===== src/rtl/frame_pkg.sv =====
// Shared constants, states and carrier types for the frame field checker
package frame_pkg;

    // CRC: generator x^16+x^15+x^2+1 in LSB-first (reflected) form, register preset to all ones
    localparam logic [15:0] CRC_INIT      = 16'hFFFF;
    localparam logic [15:0] CRC_POLY_REFL = 16'hA001;
    localparam logic [15:0] CRC_RESIDUE   = 16'h0000;

    // Initialization byte fields
    localparam int          INIT_TYPE_BIT = 7;
    localparam int          REQ_MSB       = 6;
    localparam int          REQ_LSB       = 4;
    localparam int          SIZE_MSB      = 2;
    localparam int          SIZE_LSB      = 0;
    localparam logic [2:0]  REQ_READ      = 3'h0;
    localparam logic [2:0]  REQ_WRITE     = 3'h1;

    // Target id byte fields
    localparam int          ID_MSB        = 5;
    localparam int          RESERVED_BIT_MSB      = 7;
    localparam int          RESERVED_BIT_LSB      = 6;

    // Frame layout in bytes
    localparam logic [3:0]  FRAME_FIXED   = 4'h7;  // init, id, two address bytes, one data byte, two CRC
    localparam logic [3:0]  DATA_FIRST    = 4'h4;  // index of first data byte in a command
    localparam logic [7:0]  HDR_BYTES     = 8'h04; // response bytes ahead of the data
    localparam logic [7:0]  CRC_LO_OFS    = 8'h05; // CRC low byte index is data length minus one plus this
    localparam int          MAX_WR_BYTES  = 8;
    localparam logic [3:0]  RX_CNT_RST    = 4'h0;
    localparam logic [7:0]  TX_IDX_RST    = 8'h00;
    localparam logic [2:0]  WR_IDX_RST    = 3'h0;

    typedef enum logic [2:0] {
        S_RX    = 3'b000,
        S_CHECK = 3'b001,
        S_WRITE = 3'b010,
        S_FETCH = 3'b011,
        S_SEND  = 3'b100
    } state_t;

    // Register file request
    typedef struct packed {
        logic        wr;
        logic        rd;
        logic [15:0] addr;
        logic [7:0]  wdata;
    } reg_req_t;

endpackage


===== src/rtl/crc16_byte.sv =====
// One-byte step of the LSB-first frame CRC
module crc16_byte #(
    parameter logic [15:0] POLY = frame_pkg::CRC_POLY_REFL
) (
    input  wire logic [15:0] crc_in,
    input  wire logic [7:0]  data,
    output logic      [15:0] crc_out
);
    logic [15:0] stage [0:8];

    // Data bits enter least significant first, as on the line
    assign stage[0] = crc_in ^ {8'h00, data};

    // One shift-and-reduce stage per bit
    for (genvar g = 0; g < 8; g++) begin : g_bit
        assign stage[g+1] = stage[g][0] ? ((stage[g] >> 1) ^ POLY) : (stage[g] >> 1);
    end

    assign crc_out = stage[8];
endmodule


===== config.mk =====
export PLATFORM = sky130hd
export DESIGN_NAME = crc16_byte
export DESIGN_NICKNAME = d
export VERILOG_FILES = /design/src/rtl/frame_pkg.sv /design/src/rtl/crc16_byte.sv
export SDC_FILE = /design/constraint.sdc
export NUM_CORES = 1
export LEC_CHECK = 0
export CAP_MARGIN = 10
export CORE_AREA = 2 2 39 41
export DETAILED_ROUTE_END_ITERATION = 8
export DIE_AREA = 0 0 41 43
export DONT_BUFFER_PORTS = 1
export PLACE_DENSITY_LB_ADDON = 0.12
export SLEW_MARGIN = 15
export SYNTH_ARGS = -nofsm -noshare
export SYNTH_HDL_FRONTEND = slang
export SYNTH_SLANG_ARGS = --single-unit
export TNS_END_PERCENT = 10

===== constraint.sdc =====
create_clock -name vclk -period 2.7
set_input_delay 0.27 -clock vclk [all_inputs]
set_output_delay 0.27 -clock vclk [all_outputs]
set_load 0.01 [all_outputs]

==> run_results.csv, run 1 <==
group,metric,value,unit
floorplan,die-height,43,um
synth,yosys_warnings,0,
detailed_routing,first_pass_iters,1,
power_and_ir_drop,p_seq_frac,0,
detailed_routing,wl_per_cell,11.35,um
timing,finalCritPeriodShare,0.6621,
global_route,grt_pass1_wl,531,um
clock_tree,holdBufCountCts,0,
floorplan,dieArea,1763,um2
synth,synth_fp_nets,53,
timing,worst_pin_slew,0.4694,ns
global_route,grt_usage,0.04004,
synth,synth_compound_area_frac,0,
global_route,grt_max_degree,4,
synth,synth_top_family_by_area,"XOR/XNOR gates",
placement,io_buffer_count,0,
detailed_routing,post-route-drc-count,0,
clock_tree,postCtsResizedCells,0,
setup_path,cp_data_arrival_time,1.52,ns
power_and_ir_drop,power.switching,0.08824,mW
timing,finalSetupViolCount,0,
synth,synthSimpleGateAreaFrac,0,
cells_and_area,nFillCells,157,
floorplan,start_util,0.2016,
synth,ys_seq_area_frac,0,
power_and_ir_drop,clkPwrFrac,0,
setup_path,start_kind,"primary input",
power_and_ir_drop,power_density,589.9,nW/um2
detailed_routing,dr.first_iter.drc_count,0,
global_route,antenna_found_initial,0,
timing,drv_slew,0,
synth,synth_area_leaders,"xnor2_1, xor2_1, buf_4",
global_route,grt_overflow_total,0,
setup_path,cp_max_fo,3,
floorplan,rows,14,
floorplan,ios,40,
cells_and_area,n_sequential_cell,0,
timing,period_minus_slack,1.788,ns
synth,synth.most_common_cell,"xnor2_1",
synth,synth_xor_area_frac,0.8520,
synth,avgSynthCellArea,9.621,um2
synth,synthAdderAreaFrac,0,
global_route,grt_pass1_vias,119,
power_and_ir_drop,swShare,0.5720,
cells_and_area,drive_above_1_share,0.1250,
detailed_routing,drt-total-wl,454,um
detailed_routing,num_vias,156,
detailed_routing,viasPerCell,3.900,
floorplan,coreArea,1384,um2
flow_run,maxCapViolCount,0,
setup_path,crit_required,2.43,ns
power_and_ir_drop,total_power,0.1543,mW
cells_and_area,regArea,0,um2
synth,synth_top_area_share,0.3767,
clock_tree,postCtsSetupBuffers,0,
placement,place.gp.congestion,0.5615,
power_and_ir_drop,pwr-share-comb,1.000,
timing,slew_headroom,0.6860,
synth,yosys-top-cells-count,"xnor2_1, xor2_1, buf_4",
setup_path,crit_type,"in -> out",
cells_and_area,num-clock-buffers,0,
outcome,status,"complete, no violations",
setup_path,cp-end-kind,"primary output",
cells_and_area,nNetsFinal,50,
power_and_ir_drop,p_leak,0.09669,nW
timing,fin_tns_setup,0,ns
power_and_ir_drop,ir_drop,0.1852,mV
detailed_routing,ant_nets,0,
cells_and_area,areaGrowthSynthToFinish,-6.278,%
timing,rsz0062_at_grt,"no",
timing,fmax,0.5594,GHz
synth,postSynthCellCount,29,
synth,synth_cell_type_count,7,
power_and_ir_drop,intPower,0.06602,mW
synth,syn_area,279.0,um2
hold_path,hold_path.class,"in -> out",
timing,finalHoldViolCount,0,
synth,synthMuxAreaShare,0,
cells_and_area,n_antenna_cell,0,
synth,synth_top_area_cell,"xnor2_1",
floorplan,die_w,41,um
==> layer usage <==
metal	vias to the layer above	GRT usage	part of all wire
met1	68	0.04459	0.27
met5	-	0	0
met2	16	0.07813	0.55
met3	0	0.005236	0.17
met4	0	0	0
li1	72	-	-
==> kinds of logic (layout without fill, tap and decap cells) <==
kind of cell / Yosys count / in the layout
buf+inv: 6 / 1
xor+xnor: 23 / 23
==> per-stage QoR <==
step,area [um2],hold WS (ns),util,worst slack (ns),std cells
2_1_floorplan,279.0,0.6201,-,1.043,29
3_3_place_gp,261.5,0.5401,0.1890,0.8783,40
3_5_place_dp,261.5,0.5401,0.1890,0.8586,40
4_1_cts,261.5,0.5401,0.1890,0.8516,40
5_1_grt,261.5,0.5401,0.1890,0.8051,40
6_report,261.5,0.5401,0.1890,0.9124,40
==> cells in the final DEF, fill, tap and decap left out, drive strengths merged <==
cell / count
xnor3: 1
xor2: 8
inv: 1
xnor2: 14
==> cell type report <==
type                       instances  area [um2]  share of cell area
tap                               16       20.02             0.07655
inverter                           1       3.754             0.01435
multi-input combinational         23       237.7              0.9091
==> final timing paths <==
| check | startpoint | to | slack, ns | depth (start not counted) |
|---|---|---|---|---|
| worst max-delay path | data[2] | crc_out[0] | 0.91 | 4 |
| worst min-delay path | crc_in[12] | crc_out[4] | 0.54 | 0 |
==> power by group through the flow <==
stage	registers [mW]	clock network (mW)	logic, mW
final	0	0	0.154
after global routing	0	0	0.167
after CTS	0	0	0.159
after detailed placement	0	0	0.157
after global placement	0	0	0.159
after floorplan	0	0	0.152
==> worst max-delay path, cell delays in order <==
cell and delay (ns):
xnor2_1 0.26, xor2_1 0.44, xnor2_1 0.23, xnor3_1 0.31
No activity file was read; power rests on OpenSTA's default activity.
==> run 2, diff against run 1 <==
ABC_AREA = 1   (was unset)
clock period = 1.6 ns   (was 2.7 ns; I/O delays follow)
==> run 2 against run 1 <==
Net effect: cell count increased by 140%; area after synthesis increased by 78%; critical path type unchanged; via count increased to 3.1 times the previous value.
==> run_results.csv, run 2 <==
group,metric,value,unit
cells_and_area,drive_above_1_share,0.7051,
hold_path,min_to,"crc_out[1]",
setup_path,cp-end-kind,"primary output",
synth,yosys_warnings,0,
power_and_ir_drop,pwr-share-comb,1.000,
power_and_ir_drop,intPower,0.1837,mW
detailed_routing,first_pass_iters,4,
detailed_routing,ant_nets,0,
synth,synth_cell_type_count,11,
detailed_routing,num_vias,477,
floorplan,ios,40,
cells_and_area,nNetsFinal,104,
setup_path,cp_max_fo,3,
setup_path,cp_data_arrival_time,1.38,ns
detailed_routing,wl_met2,652,um
detailed_routing,dr.max_layer_used,"met3",
power_and_ir_drop,p_leak,0.3996,nW
detailed_routing,met1Wirelength,370,um
global_route,grt_usage,0.09990,
timing,slew_headroom,0.6991,
detailed_routing,wl_met3,71,um
power_and_ir_drop,power.switching,0.2997,mW
power_and_ir_drop,total_power,0.4834,mW
timing,finalCritPeriodShare,0.9636,
cells_and_area,areaGrowthSynthToFinish,56.03,%
cells_and_area,nFillCells,129,
synth,yosys-top-cells-count,"nand2_1, inv_1, nand3_1",
timing,period_minus_slack,1.542,ns
outcome,status,"complete, no violations",
timing,finalSetupViolCount,0,
cells_and_area,regArea,0,um2
detailed_routing,wl_per_cell,11.64,um
floorplan,coreArea,1384,um2
global_route,grt_pass1_vias,341,
cells_and_area,n_sequential_cell,0,
placement,place.gp.congestion,0.6253,
global_route,grt_overflow_total,0,
synth,syn_area,498.0,um2
floorplan,die_w,41,um
setup_path,crit_required,1.44,ns
timing,rsz0062_at_grt,"yes",
placement,dpl_worst_slack,0.02852,ns
cells_and_area,final_common_cell,"nand2_4",
floorplan,dieArea,1763,um2
power_and_ir_drop,power_density,622.1,nW/um2
hold_path,holdPathStages,0,
synth,ys_seq_area_frac,0,
detailed_routing,dr.first_iter.drc_count,1,
hold_path,hp-start,"crc_in[9]",
synth,synth_top_area_share,0.1583,
global_route,grt_pass1_wl,1.345,mm
power_and_ir_drop,p_seq_frac,0,
detailed_routing,post-route-drc-count,0,
detailed_routing,drt-total-wl,1.094,mm
power_and_ir_drop,swShare,0.6200,
cells_and_area,layout_common_cells,"nand2_4, nand3_4, nand3_2",
synth,synth_top_area_cell,"xor2_1",
placement,hpwl,793.9,um
flow_run,maxCapViolCount,0,
global_route,grt_max_degree,5,
synth,postSynthCellCount,77,
setup_path,start_kind,"primary input",
hold_path,hold_path.class,"in -> out",
floorplan,rows,14,
placement,io_buffer_count,0,
timing,setup_ws,0.05827,ns
timing,finalHoldViolCount,0,
synth,synth_fp_nets,101,
synth,synth_area_leaders,"xor2_1, nand2_1, nand3_2",
floorplan,die-height,43,um
synth,synth.most_common_cell,"nand2_1",
timing,drv_slew,0,
power_and_ir_drop,ir_drop,0.2361,mV
cells_and_area,n_antenna_cell,0,
setup_path,crit_type,"in -> out",
synth,avgSynthCellArea,6.467,um2
global_route,antenna_found_initial,0,
cells_and_area,num-clock-buffers,0,
floorplan,start_util,0.3599,
clock_tree,holdBufCountCts,0,
timing,worst_pin_slew,0.4482,ns
detailed_routing,viasPerCell,5.074,
power_and_ir_drop,clkPwrFrac,0,
setup_path,startpoint,"crc_in[1]",
timing,fmax,0.6486,GHz
==> run 2: worst max-delay path by stage <==
stage,end,slack (ns)
2_1_floorplan,crc_out[12],0.1
3_3_place_gp,crc_out[12],0.03
3_5_place_dp,crc_out[12],0.03
4_1_cts,crc_out[12],0.03
5_1_grt,crc_out[13],-0.04
6_report,crc_out[0],0.06
==> run 2: critical path: stages <==
cell	delay (ns)
inv_4	0.04
nand2_2	0.05
nand2_2	0.08
nand2_4	0.07
nand2_4	0.09
nand2_4	0.06
nand3_4	0.12
nand2_4	0.08
nand2_4	0.10
nand3_2	0.08
nand3_4	0.12
nand3_1	0.13
nand3_1	0.13
nand2_2	0.07
==> run 2: repair_timing <==
item | 4_1_cts | 5_1_grt
buffers inserted | 0 | 3
setup endpoints to repair | 0 | 6
hold endpoints to repair | 0 | 0
gates resized for setup | 0 | 62
==> run 2: layout make-up <==
| type | count | area, um2 | area share |
|---|---|---|---|
| multi-input combinational | 60 | 639.4 | 0.8229 |
| inverter | 12 | 72.57 | 0.09340 |
| tap | 16 | 20.02 | 0.02576 |
| timing repair buffer | 6 | 45.04 | 0.05797 |
==> run 2: stage by stage <==
| step | setup TNS [ns] | utilization | hold WS [ns] | instances | instance area, um2 |
|---|---|---|---|---|---|
| floorplan | 0 | - | 0.4001 | 77 | 498.0 |
| global placement | 0 | 0.3635 | 0.3201 | 91 | 503.0 |
| detailed placement | 0 | 0.3635 | 0.3201 | 91 | 503.0 |
| CTS | 0 | 0.3635 | 0.3201 | 91 | 503.0 |
| global route | -0.1254 | 0.5615 | 0.3200 | 94 | 777.0 |
| finish | 0 | 0.5615 | 0.3200 | 94 | 777.0 |
==> run 2: kinds of logic after synthesis <==
logic type / share of synthesized area
AND/OR/NAND/NOR: 0.5904
buffers and inverters: 0.1658
XOR/XNOR: 0.2437
==> run 2: layer usage <==
layer  global-route usage  vias up
met1               0.1456      221
met5                    0        -
li1                     -      237
met3              0.01047        0
met4                    0        0
met2               0.1625       19
==> run 2: power groups by stage <==
stage               sequential [mW]  clock (mW)  combinational (mW)
finish                            0           0               0.483
global route                      0           0               0.527
CTS                               0           0               0.345
detailed placement                0           0               0.344
global placement                  0           0               0.345
floorplan                         0           0               0.301
